File: config.mk
export PLATFORM = sky130hd
export DESIGN_NAME = sar_adc_serial_readout
export DESIGN_NICKNAME = d
export VERILOG_FILES = /design/src/sar_readout_pkg.sv /design/src/result_fifo.sv /design/src/sar_adc_serial_readout.sv
export SDC_FILE = /design/constraint.sdc
export NUM_CORES = 1
export LEC_CHECK = 0
export BUFFER_PORTS_ARGS = -buffer_cell sky130_fd_sc_hd__buf_2
export CORE_MARGIN = 2
export CORE_UTILIZATION = 42
export DETAILED_ROUTE_END_ITERATION = 7
export HOLD_SLACK_MARGIN = 0.06
export SLEW_MARGIN = 20
export SYNTH_ARGS = -nofsm -noshare
export SYNTH_HDL_FRONTEND = slang
export SYNTH_SLANG_ARGS = --single-unit
File: constraint.sdc
create_clock -name clk -period 6.7 [get_ports clk]
set_clock_uncertainty 0.05 [all_clocks]
set_input_delay 1.34 -clock clk [delete_from_list [all_inputs] [get_ports clk]]
set_output_delay 1.34 -clock clk [all_outputs]
set_load 0.005 [all_outputs]
File: src/sar_readout_pkg.sv
// constants and types of the converter control and serial readout
//
// Contract
// - power-down low: outputs off, strobes ignored
// - supply loss resets; reinitialise on supply return
// - strobe rising edge samples and starts conversion
// - first two results after wake are invalid
// - conversion completes within 63ns of strobe
// - sustain 15Msps with acquisition overlapping readout
// - most significant bit on first lane immediately
// - lanes advance on both readout clock edges
// - echo clock edges aligned with data edges
// - readout may overlap the next conversion start
// - dual-lane select enables second lane, two bits
// - single-lane test word is 1010 0000 0111 1111
// - pattern-force high; two-lane word 1100 1100 0011 1111
`default_nettype none
package sar_readout_pkg;
  // -----------------------------------------------------------------
  // timing
  // -----------------------------------------------------------------
  localparam int CLK_PERIOD_PS  = 10000;
  localparam int CONV_TIME_NS   = 63;
  localparam int CONV_CYC_RAW   = (CONV_TIME_NS * 1000) / CLK_PERIOD_PS;
  localparam int CONV_CYCLES    = (CONV_CYC_RAW < 1) ? 1 : CONV_CYC_RAW;
  localparam int WAKE_SETTLE_MS = 20;
  localparam int CNT_W          = 4;
  localparam logic [CNT_W-1:0] CONV_LAST = CNT_W'(CONV_CYCLES - 1);

  // -----------------------------------------------------------------
  // data and patterns
  // -----------------------------------------------------------------
  localparam int WORD_W     = 16;
  localparam int FIFO_DEPTH = 8;
  localparam logic [WORD_W-1:0] PATTERN_ONE_LANE = 16'hA07F;
  localparam logic [WORD_W-1:0] PATTERN_TWO_LANE = 16'hCC3F;
  localparam logic [1:0] INVALID_CONVS = 2'h2;
  localparam logic [4:0] EDGES_ONE_LANE = 5'h10;
  localparam logic [4:0] EDGES_TWO_LANE = 5'h08;
  localparam int MSB     = WORD_W - 1;
  localparam int NEXT_B  = WORD_W - 2;

  typedef enum logic [1:0] {PH_OFF, PH_IDLE, PH_CONV} phase_t;

  typedef struct packed {
    logic              invalid;
    logic [WORD_W-1:0] data;
  } result_t;

  localparam int RESULT_W = $bits(result_t);
endpackage : sar_readout_pkg
`default_nettype wire
File: src/result_fifo.sv
// result word fifo between conversion and serial shifter
`timescale 1ns/10ps
`default_nettype none
module result_fifo #(
  parameter int WIDTH = 17,
  parameter int DEPTH = 8
) (
  input  wire logic             clk,
  input  wire logic             rstn,
  input  wire logic             flush,
  input  wire logic             inValid,
  input  wire logic [WIDTH-1:0] inData,
  output var  logic             inReady,
  output var  logic             outValid,
  output var  logic [WIDTH-1:0] outData,
  input  wire logic             outReady
);
  localparam int PW = $clog2(DEPTH);
  localparam int CW = $clog2(DEPTH + 1);

  typedef struct packed {
    logic [DEPTH-1:0][WIDTH-1:0] mem;
    logic [PW-1:0]               wrPtr;
    logic [PW-1:0]               rdPtr;
    logic [CW-1:0]               count;
  } fifo_st_t;

  fifo_st_t s_r;
  fifo_st_t s_nxt;
  logic     push;
  logic     pop;

  function automatic logic [PW-1:0] bump(input logic [PW-1:0] p);
    bump = (p == PW'(DEPTH - 1)) ? '0 : p + PW'(1);
  endfunction : bump

  assign inReady  = (s_r.count != CW'(DEPTH));
  assign outValid = (s_r.count != '0);
  assign outData  = s_r.mem[s_r.rdPtr];
  assign push     = inValid && inReady;
  assign pop      = outValid && outReady;

  always_comb begin
    s_nxt = s_r;
    if (flush) begin
      s_nxt.wrPtr = '0;
      s_nxt.rdPtr = '0;
      s_nxt.count = '0;
    end else begin
      if (push) begin
        s_nxt.mem[s_r.wrPtr] = inData;
        s_nxt.wrPtr          = bump(s_r.wrPtr);
      end
      if (pop) begin
        s_nxt.rdPtr = bump(s_r.rdPtr);
      end
      if (push && !pop) begin
        s_nxt.count = s_r.count + CW'(1);
      end else if (pop && !push) begin
        s_nxt.count = s_r.count - CW'(1);
      end
    end
  end

  always_ff @(posedge clk or negedge rstn) begin
    if (!rstn) begin
      s_r <= '0;
    end else begin
      s_r <= s_nxt;
    end
  end
endmodule : result_fifo
`default_nettype wire

File: src/sar_adc_serial_readout.sv
// conversion control and double-data-rate serial readout of a 16-bit converter
`timescale 1ns/10ps
`default_nettype none
module sar_adc_serial_readout
  import sar_readout_pkg::*;
(
  input  wire logic              clk,
  input  wire logic              rstn,
  input  wire logic              powerDownN,
  input  wire logic              supplyGood,
  input  wire logic              convertStrobe,
  input  wire logic              readoutClock,
  input  wire logic              dualLaneSelect,
  input  wire logic              patternForce,
  input  wire logic [WORD_W-1:0] quantiserCode,
  output var  logic              echoedClockOut,
  output var  logic              firstSerialLane,
  output var  logic              secondSerialLane,
  output var  logic              echoEnable,
  output var  logic              firstLaneEnable,
  output var  logic              secondLaneEnable,
  output var  logic              resultInvalid,
  output var  logic              converting
);
  // -----------------------------------------------------------------
  // state
  // -----------------------------------------------------------------
  typedef struct packed {
    logic              pdS1;
    logic              pdS2;
    logic              supS1;
    logic              supS2;
    logic              cnvS1;
    logic              cnvS2;
    logic              cnvPrev;
    logic              clkS1;
    logic              clkS2;
    logic              clkPrev;
    logic              dualS1;
    logic              dualS2;
    logic              patS1;
    logic              patS2;
    phase_t            phase;
    logic [CNT_W-1:0]  convCnt;
    logic [WORD_W-1:0] sample;
    logic [1:0]        invalidLeft;
    logic [WORD_W-1:0] shifter;
    logic [4:0]        edgesLeft;
    logic              wordDual;
    logic              echo;
    logic              laneA;
    logic              laneB;
    logic              enA;
    logic              enB;
    logic              curInvalid;
    logic              conv;
  } st_t;

  st_t     s_r;
  st_t     s_nxt;
  logic    alive;
  logic    cnvRise;
  logic    clkEdge;
  logic    pushValid;
  result_t pushWord;
  logic    fifoInReady;
  logic    fifoOutValid;
  result_t fifoOut;
  logic    popReady;
  logic    popFire;

  // shift by one bit per edge on one lane, two bits on two lanes
  function automatic logic [WORD_W-1:0] shiftWord(input logic [WORD_W-1:0] w,
                                                  input logic dual);
    shiftWord = dual ? {w[WORD_W-3:0], 2'h0} : {w[WORD_W-2:0], 1'h0};
  endfunction : shiftWord

  function automatic logic laneBitB(input logic [WORD_W-1:0] w, input logic dual);
    laneBitB = dual & w[NEXT_B];
  endfunction : laneBitB

  // -----------------------------------------------------------------
  // combinational helpers
  // -----------------------------------------------------------------
  assign alive   = s_r.pdS2 && s_r.supS2;
  assign cnvRise = s_r.cnvS2 && !s_r.cnvPrev;
  assign clkEdge = s_r.clkS2 ^ s_r.clkPrev;
  // the next word loads only once the current one has shifted out
  assign popReady = alive && (s_r.edgesLeft == '0);
  assign popFire  = popReady && fifoOutValid;

  always_comb begin
    pushValid        = alive && (s_r.phase == PH_CONV) && (s_r.convCnt == CONV_LAST);
    pushWord.invalid = (s_r.invalidLeft != '0);
    if (s_r.patS2) begin
      pushWord.data = s_r.dualS2 ? PATTERN_TWO_LANE : PATTERN_ONE_LANE;
    end else begin
      pushWord.data = s_r.sample;
    end
  end

  result_fifo #(
    .WIDTH (RESULT_W),
    .DEPTH (FIFO_DEPTH)
  ) u_fifo (
    .clk      (clk),
    .rstn     (rstn),
    .flush    (!alive),
    .inValid  (pushValid),
    .inData   (pushWord),
    .inReady  (fifoInReady),
    .outValid (fifoOutValid),
    .outData  (fifoOut),
    .outReady (popReady)
  );

  // -----------------------------------------------------------------
  // next state
  // -----------------------------------------------------------------
  always_comb begin
    s_nxt         = s_r;
    s_nxt.pdS1    = powerDownN;
    s_nxt.pdS2    = s_r.pdS1;
    s_nxt.supS1   = supplyGood;
    s_nxt.supS2   = s_r.supS1;
    s_nxt.cnvS1   = convertStrobe;
    s_nxt.cnvS2   = s_r.cnvS1;
    s_nxt.cnvPrev = s_r.cnvS2;
    s_nxt.clkS1   = readoutClock;
    s_nxt.clkS2   = s_r.clkS1;
    s_nxt.clkPrev = s_r.clkS2;
    s_nxt.dualS1  = dualLaneSelect;
    s_nxt.dualS2  = s_r.dualS1;
    s_nxt.patS1   = patternForce;
    s_nxt.patS2   = s_r.patS1;
    if (!alive) begin
      // everything off; strobes fall on the floor
      s_nxt.phase       = PH_OFF;
      s_nxt.convCnt     = '0;
      s_nxt.invalidLeft = INVALID_CONVS;
      s_nxt.shifter     = '0;
      s_nxt.edgesLeft   = '0;
      s_nxt.echo        = 1'h0;
      s_nxt.laneA       = 1'h0;
      s_nxt.laneB       = 1'h0;
      s_nxt.enA         = 1'h0;
      s_nxt.enB         = 1'h0;
      s_nxt.curInvalid  = 1'h0;
      s_nxt.conv        = 1'h0;
    end else begin
      s_nxt.enA  = 1'h1;
      s_nxt.enB  = s_r.dualS2;
      s_nxt.echo = s_r.clkS2;
      case (s_r.phase)
        PH_OFF: begin
          s_nxt.phase = PH_IDLE;
        end
        PH_IDLE: begin
          if (cnvRise) begin
            s_nxt.phase   = PH_CONV;
            s_nxt.convCnt = '0;
            s_nxt.sample  = quantiserCode;
          end
        end
        PH_CONV: begin
          // a full queue holds the finished result and keeps converting high
          if (s_r.convCnt != CONV_LAST) begin
            s_nxt.convCnt = s_r.convCnt + CNT_W'(1);
          end else if (fifoInReady) begin
            if (s_r.invalidLeft != '0) begin
              s_nxt.invalidLeft = s_r.invalidLeft - 2'h1;
            end
            // acquisition overlaps readout, so a strobe may restart at once
            if (cnvRise) begin
              s_nxt.convCnt = '0;
              s_nxt.sample  = quantiserCode;
            end else begin
              s_nxt.phase = PH_IDLE;
            end
          end
        end
        default: begin
          s_nxt.phase = PH_OFF;
        end
      endcase
      s_nxt.conv = (s_nxt.phase == PH_CONV);
      // shifter runs independently of conversion so readout may overlap
      if (popFire) begin
        s_nxt.shifter    = fifoOut.data;
        s_nxt.wordDual   = s_r.dualS2;
        s_nxt.edgesLeft  = s_r.dualS2 ? EDGES_TWO_LANE : EDGES_ONE_LANE;
        s_nxt.laneA      = fifoOut.data[MSB];
        s_nxt.laneB      = laneBitB(fifoOut.data, s_r.dualS2);
        s_nxt.curInvalid = fifoOut.invalid;
      end else if (clkEdge && (s_r.edgesLeft != '0)) begin
        s_nxt.shifter   = shiftWord(s_r.shifter, s_r.wordDual);
        s_nxt.edgesLeft = s_r.edgesLeft - 5'h01;
        s_nxt.laneA     = s_nxt.shifter[MSB];
        s_nxt.laneB     = laneBitB(s_nxt.shifter, s_r.wordDual);
      end
    end
  end

  always_ff @(posedge clk or negedge rstn) begin
    if (!rstn) begin
      s_r <= '0;
    end else begin
      s_r <= s_nxt;
    end
  end

  // -----------------------------------------------------------------
  // outputs
  // -----------------------------------------------------------------
  assign echoedClockOut   = s_r.echo;
  assign firstSerialLane  = s_r.laneA;
  assign secondSerialLane = s_r.laneB;
  assign echoEnable       = s_r.enA;
  assign firstLaneEnable  = s_r.enA;
  assign secondLaneEnable = s_r.enB;
  assign resultInvalid    = s_r.curInvalid;
  assign converting       = s_r.conv;

  // -----------------------------------------------------------------
  // checks
  // -----------------------------------------------------------------
  localparam int CONV_BOUND = CONV_CYCLES;

  // -----------------------------------------------------------------
  // checks of the shifter, the conversion count and the idle outputs
  // -----------------------------------------------------------------
  localparam int PAIR_HI = WORD_W - 3;
  localparam int PAIR_LO = WORD_W - 4;
endmodule : sar_adc_serial_readout
`default_nettype wire

Word-level counts from Yosys, hierarchy flattened
Index checks and enable logic that the tools add are counted.
- flip-flop bits (word level): 212
- input port bits: 24
- output and inout port bits: 8
- word-level logic and storage cells: 137
- add/sub/neg operators: 7
- $lt $le $gt $ge: 3
- eq/ne operators: 24
- muxes and demuxes: 36
- bitwise operators: 3
- reduce and logical (&&, ||, !) cells: 25
- operators with widths (operator ; number):
    $bwmux 136 ; 1
    $bmux 17 s3 ; 1
    $demux 17 s3 ; 1
    $mux 21 ; 2
    $pmux 20 s2 ; 1
    $mux 17 ; 2
    $mux 16 ; 2
    $mux 24 ; 1
    $mux 23 ; 1
    $mux 22 ; 1
    $mux 20 ; 1
    $mux 18 ; 1
    $mux 15 ; 1
    $mux 2 ; 7
    $mux 3 ; 4
    $mux 4 ; 3
    $ne 2x1->1 const B ; 6
    $logic_and 1x1->1 ; 11
    $mux 10 ; 1
    $ne 3x1->1 const B ; 3
    $add 4x1->4 const B ; 2
    $lt 3x4->1 const B ; 2
    $ne 2x2->1 const B ; 4
    $ne 4x3->1 const B ; 2
    28 further kinds ; 37

Depth between registers and ports, before layout
Gate-level depths: netlist of the first run.
- word-level depth: 9
- gate-level depth with buffers: 13
- gate-level depth less buffers: 11

Modules after synthesis
From an unflattened synthesis of the first run, not the netlist that was laid out.
- cells, all modules: 678
- area, all modules: 9993.3 um^2
- by module, submodules not included (module ; times used ; cells an instance ; area an instance (um^2) ; seq. area each (um^2)):
    result_fifo ; 1 ; 429 ; 6950.4 ; 3653.5
    sar_adc_serial_readout ; 1 ; 249 ; 3042.9 ; 1651.6

Least setup slack after synthesis of the first run
OpenSTA, ideal clock, no wires.
- path kind: flip-flop to flip-flop
- start point: register s_r[8] in the netlist's numbering
- end point: register u_fifo.s_r[3] in the netlist's numbering
- setup time: 0.087 ns
- data arrival time: 2.827 ns
- required time: 6.563 ns
- path slack: 3.737 ns
- stages on the path, launching flop included: 14
- path buffers: 2
- period minus slack after synthesis: 2.963 ns
- cell sequence: dfrtp_1 -> inv_1 -> ha_1 -> or4b_4 -> or3_1 -> buf_6 -> clkbuf_1 -> nand2_1 -> ha_1 -> a21o_1 -> a21oi_1 -> nand4_1 -> o31a_1 -> o211ai_1
- longest elaborated chain between the ends: 7
- elaborated cells on any way between the ends: 9
- those cells by class: eq/ne (1); mux (2); reduce/logical (6)
- RTL lines (what ; line ; text):
    from (decl) ; sar_adc_serial_readout.sv:59 ; st_t s_r;
    from (signal assigned) ; sar_adc_serial_readout.sv:208 ; s_r <= s_nxt;
    $logic_not 5->1 * ; sar_adc_serial_readout.sv:89 ; assign popReady = alive && (s_r.edgesLeft == '0);
    $logic_and 1x1->1 * ; sar_adc_serial_readout.sv:89 ;
    $logic_and 1x1->1 * ; result_fifo.sv:41 ; assign pop = outValid && outReady;
    $logic_not 1->1 ; result_fifo.sv:57 ; if (push && !pop) begin
    $logic_and 1x1->1 ; result_fifo.sv:57 ;
    $mux 4 ; result_fifo.sv:57 ;
    $mux 10 ; result_fifo.sv:45 ; if (flush) begin
    to (signal assigned) ; result_fifo.sv:69 ; s_r <= s_nxt;
    to (decl) ; result_fifo.sv:28 ; fifo_st_t s_r;
Mark *: on every way between the ends. The rest lies on a longest branch, timed or not.
A chain may end at the register's enable or synchronous reset.

Final worst setup path of the first run
Same ends and word-level chain as after synthesis.

==> results of run 1 <==
critical path: cells and delay by family (launching register included):
kind | cells | cell delay (ns)
flops | 1 | 0.41
compound gates | 4 | 0.72
simple gates | 4 | 1.66
fa+ha+maj | 2 | 0.42
buf+inv | 1 | 0.10
cell usage after synthesis, types with 2 or more instances:
master	number
o31a_1	2
nand4_1	3
and2_1	3
dfrtp_1	212
o22a_1	13
nand3b_1	2
mux4_2	34
mux2i_1	33
nor4_1	2
xnor2_1	4
nor4b_1	2
ha_1	11
nand2_1	190
nor2b_1	3
and3_1	4
buf_6	2
inv_1	13
nor3_1	3
mux2_2	4
buf_4	2
o211ai_1	2
a211oi_1	2
a22o_1	6
clkbuf_2	3
buf_1	4
nor2_1	41
a21oi_1	20
nand2b_1	5
clkbuf_1	18
or3_1	3
buf_2	24
nand3_1	15
o21ai_0	162
metrics by stage:
step	setup slack [ns]	std cells
floorplan	3.737	867
CTS	3.227	1174
global placement	3.328	1137
detailed placement	3.247	1137
finish	3.242	1174
global route	2.959	1174
how the worst min path moves through the flow:
| stage | to | slack (ns) | cells after the start |
|---|---|---|---|
| after floorplan | s_nxt[57] | 0.28 | 0 |
| after global placement | s_r[55] | 0.28 | 0 |
| after detailed placement | s_r[55] | 0.28 | 0 |
| after CTS | s_nxt[60] | 0.30 | 0 |
| after global routing | s_r[55] | 0.32 | 0 |
| final | s_nxt[60] | 0.29 | 0 |
routing by layer:
layer | share of wire [%] | vias to the layer above | wire length [µm]
met5 | 0 | - | 0
met4 | 2.1 | 0 | 429
met3 | 4.6 | 29 | 939
met2 | 45 | 85 | 9189
met1 | 48 | 3024 | 9696
li1 | - | 3067 | -
layout by cell type, fill, tap and decap left out, drive strengths merged, types with 2 or more instances in the layout:
master and count:
dfrtp 212, nand2 192, o21ai 163, buf 42
nor2 41, mux4 34, mux2i 33, clkbuf 31
a21oi 20, nand3 15, inv 14, o22a 13
ha 11, clkinv 7, a22o 6, nand2b 5
xnor2 5, mux2 4, and3 4, nor3 4
and2 3, or3 3, nand4 3, nor2b 3
o211ai 2, nor4b 2, a211oi 2, nor4 2
nand3b 2, o31a 2, or4b 2
cell type report:
class | count | area, µm² | share of cell area, %
clock buffer | 30 | 631.9 | 6.050
multi-input combinational | 588 | 3786 | 36.25
sequential | 212 | 5306 | 50.81
clock inverter | 7 | 50.05 | 0.4792
inverter | 14 | 52.55 | 0.5032
timing repair buffer | 43 | 266.5 | 2.552
tap | 280 | 350.3 | 3.354
power by group through the flow:
stage               sequential, mW  combinational (mW)  clock [mW]
floorplan                     1.37               0.105           0
global placement              1.37               0.174           0
detailed placement            1.37               0.175           0
CTS                           1.35               0.175        1.20
global route                  1.36               0.199        1.25
finish                        1.35               0.171        1.17
logic make-up after synthesis:
kind of cell	after synthesis	synth area share, %
mux	71	12.15
buf+inv	67	3.278
simple gates	283	12.89
xor+xnor	6	0.7596
fa+ha+maj	12	1.679
compound gates	216	12.74
flops	212	56.50
state kept, by name (all words and copies together) (netlist names):
name              cells
secondLaneEnable      1
u_fifo.s_r          146
s_nxt                 8
converting            1
secondSerialLane      1
echoEnable            1
echoedClockOut        1
firstSerialLane       1
s_r                  51
resultInvalid         1
==> impl_metrics.ini, run 1 <==
[outcome]
status = completed

[route]
routed_wl_um = 20260
via_per_inst = 5.285
drt-initial-drc-count = 352
vias = 6205
antenna_left = 0
wl_per_cell_um = 17.25
drtPass1Iterations = 4
route.detailed.drc = 0

[sta]
setup_tns_ns = 0
finalSetupViolations = 0
fin_worst_hold_slack_ns = 0.2941
fmax_mhz = 289.2
timing.final.crit_share_pct = 51.62
rsz0062_at_grt = no
hold_viol = 0
worst_pin_slew_ns = 1.028
slew_violations = 0
slew_headroom_pct = 31.44
fin_crit_ns = 3.458

[setup_path]
path_common_cell = ha_1
crit_fanout = 23
r2r_end = u_fifo.s_r[3]
arrival_ns = 3.83
path_class = reg -> reg
worst_path_max_delay_cell = or3_1
cp-start-kind = flip-flop
endpoint_kind = flip-flop
crit_start = s_r[8]
r2r_cells = 11
r2r_slack_ns = 3.24
slowest_delay_ns = 0.75
timing.rr.start = s_r[8]
crit_required_ns = 7.08
endpoint = u_fifo.s_r[3]
crit_chain = inv_1 -> ha_1 -> or4b_4 -> or3_1 -> nand2_1 -> ha_1 -> a21o_1 -> a21oi_1 -> nand4_1 -> o31a_1 -> o211ai_1

[layout]
nets = 918
fin_util_pct = 47.71
fill_cells = 2068
drive_gt1_share_pct = 13.76
fin_area_um2 = 10440
layout-area-overhead-vs-synth_pct = 11.23
diodes = 0

[clock_network]
cts_root_buf = clkbuf_16
clkLatencyLatePin_ns = 0.52
post-cts-setup-buffers = 0
cts_buffer_depth = 3
clock_sinks = 212
cts_tree = built
htree_levels = 1
cts.clk_slew.worst_paths_ns = 0.06
cts_hold_buf = 0
cts_made_buffers = 23
ctsResizeCount = 0

[global_routing]
busiest_layer = met2
grtUsageMet1_pct = 26.55
grt_max_degree = 136
track_usage_pct = 17.82
grt_pass1_vias = 6260
grt_pass1_wl_um = 33780
grt-ovfl-total = 0
use_met3_pct = 2.734
use_met2_pct = 27.68
antenna_found_initial = 0

[synthesis]
synth_ff_type = dfrtp_1
synth.area.top_cells = dfrtp_1 (57%), o21ai_0 (8.6%), mux4_2 (8.2%)
synth-async-reset-ratio_pct = 100.0
syn_nets = 903
ys_types = 53
synth_area_um2 = 9389
ys_seq_area_share_pct = 56.50
yosys.area.top_type = dfrtp_1
synth-edff-count = 0
synth_top_area_share_pct = 56.50
avgSynthCellArea_um2 = 10.83
synth_warnings = 0
synthCells = 867
ys_ff_latch = 212

[place]
placed_area_um2 = 9762
gp_congestion = 0.7776
portBuffers = 31
place_hpwl_um = 12380

[pwr]
netSwitchingFraction_pct = 24.30
power_frac_comb_pct = 6.4
finalPower_mw = 2.695
power.density_nw_per_um2 = 258.1
p_int_mw = 2.041
leakage_nw = 4.592
p_sw_mw = 0.6549
p_clk_share_pct = 43.5
ir_drop_mv = 0.1988
seq_power_share_pct = 50.1

[floorplan]
row_count = 54
pin_count = 32
core_area_um2 = 21890
dieArea_um2 = 23570
dieWidth_um = 153.5
die_y_um = 153.5
start_util_pct = 42.89

[job]
max-cap-violations = 0

[min_path]
hold_path_startpoint = s_nxt[61]
worstHoldPathType = reg -> reg
(Power assumes the default switching activity.)
==> run 2, diff against run 1 <==
clock period = 3.5 ns   (was 6.7 ns; I/O delays follow)
==> run 2 against run 1 <==
Against the previous run: die area is the same; via count grew 2.3%; fmax grew 24%; sequential share of layout area shrank 1.3 points; core utilization grew 1.2 points; power grew 110%; final cell count grew 1.2%; critical endpoint unchanged.
==> impl_metrics.ini, run 2 (synthesized netlist as in run 1, its figures left out) <==
[outcome]
status = completed

[sta]
slew_headroom_pct = 41.65
timing.final.crit_share_pct = 79.98
fmax_mhz = 357.3
fin_crit_ns = 2.799
hold_viol = 0
worst_pin_slew_ns = 0.8631
slew_violations = 0
rsz0062_at_grt = no
setup_tns_ns = 0
finalSetupViolations = 0

[floorplan]
die_y_um = 153.5
pin_count = 32
start_util_pct = 42.89
dieArea_um2 = 23570
dieWidth_um = 153.5
core_area_um2 = 21890
row_count = 54

[pwr]
leakage_nw = 4.726
ir_drop_mv = 0.5191
power.density_nw_per_um2 = 520.7

[route]
route.detailed.drc = 0
antenna_left = 0
drtPass1Iterations = 4
via_per_inst = 5.345
vias = 6350
wl_per_cell_um = 17.61
routed_wl_um = 20920
drt-initial-drc-count = 336

[setup_path]
worst_path_max_delay_cell = or4b_4
cp-start-kind = flip-flop
crit_start = s_r[8]
arrival_ns = 3.18
path_class = reg -> reg
crit_chain = inv_1 -> ha_1 -> or4b_4 -> or3_1 -> nand2_1 -> ha_1 -> a21o_1 -> a21oi_1 -> nand4_1 -> o31a_1 -> o211ai_1
r2r_cells = 11
endpoint_kind = flip-flop
slowest_delay_ns = 0.48
timing.rr.start = s_r[8]
crit_required_ns = 3.88
path_common_cell = ha_1
crit_fanout = 4

[layout]
top_register = u_fifo.s_r
fin_util_pct = 48.93
layout_common_cells = dfrtp_1 (211), nand2_1 (190), o21ai_0 (162)
drive_gt1_share_pct = 14.98
layout_commonest_cell = dfrtp_1
nets = 927
largest_reg_flops = 146
layout-area-overhead-vs-synth_pct = 14.07
diodes = 0

[global_routing]
track_usage_pct = 18.03
grt-ovfl-total = 0
grt_max_degree = 67
grt_pass1_wl_um = 34160
antenna_found_initial = 0
grt_pass1_vias = 6246

[clock_network]
cts_root_buf = clkbuf_16
cts_hold_buf = 0
cts_buffer_depth = 3
clock_sinks = 212
cts_made_buffers = 23
post-cts-setup-buffers = 0
htree_levels = 1
ctsResizeCount = 0
cts.clk_slew.worst_paths_ns = 0.06
clkLatencyLatePin_ns = 0.52
cts_tree = built

[place]
portBuffers = 31
place_hpwl_um = 13200
gp_congestion = 0.7515

[min_path]
worstHoldPathType = in -> async

[job]
max-cap-violations = 0
==> run 2: worst paths after layout <==
check                                  to  slack (ns)
setup reg to reg            u_fifo.s_r[3]        0.70
max in group asynchronous  u_fifo.s_r[70]        2.48
min in group clk                s_nxt[53]        0.23
hold / removal                    s_r[50]        0.14
hold reg to reg                   s_r[55]        0.29
setup / recovery            u_fifo.s_r[3]        0.70
==> run 2: cell type report <==
class | instances | area [µm²]
fill | 2040 | 11180
sequential | 212 | 5306
multi-input combinational | 588 | 3776
clock buffer | 32 | 669.4
timing repair buffer | 52 | 384.1
tap | 280 | 350.3
clock inverter | 10 | 171.4
inverter | 14 | 52.55
==> run 2: through the flow <==
stage               cells  total power [mW]  instance area [µm²]  setup WS (ns)  hold WS (ns)
finish               1188             5.577                10710         0.7009        0.1446
global route         1188             5.803                10710         0.5321        0.1722
CTS                  1188             5.646                10710         0.6955        0.1457
detailed placement   1146             2.973                 9869         0.7039        0.2855
global placement     1146             2.969                 9869         0.7777        0.2838
floorplan             867             2.816                 9389         0.5366        0.2812
==> run 2: routing by layer <==
layer	part of all wire, %	vias to the layer above	global-route usage [%]
met5	0	-	0
met4	2.4	0	4.369
met3	3.9	31	2.424
met2	46	101	28.89
met1	47	3136	26.33
li1	-	3082	-
==> run 2: where the power goes <==
part	switching [mW]	internal, mW
sequential	0.0555	2.53
combinational	0.227	0.110
clock	1.01	1.64
==> run 2: worst max-delay path: cells and delay by family, from the launching register on <==
kind | cells | cell delay (ns)
AND/OR/NAND/NOR | 4 | 1.05
AO/OA/AOI/OAI | 4 | 0.71
buffers and inverters | 1 | 0.09
flip-flops | 1 | 0.40
adder cells (fa/ha/maj) | 2 | 0.40
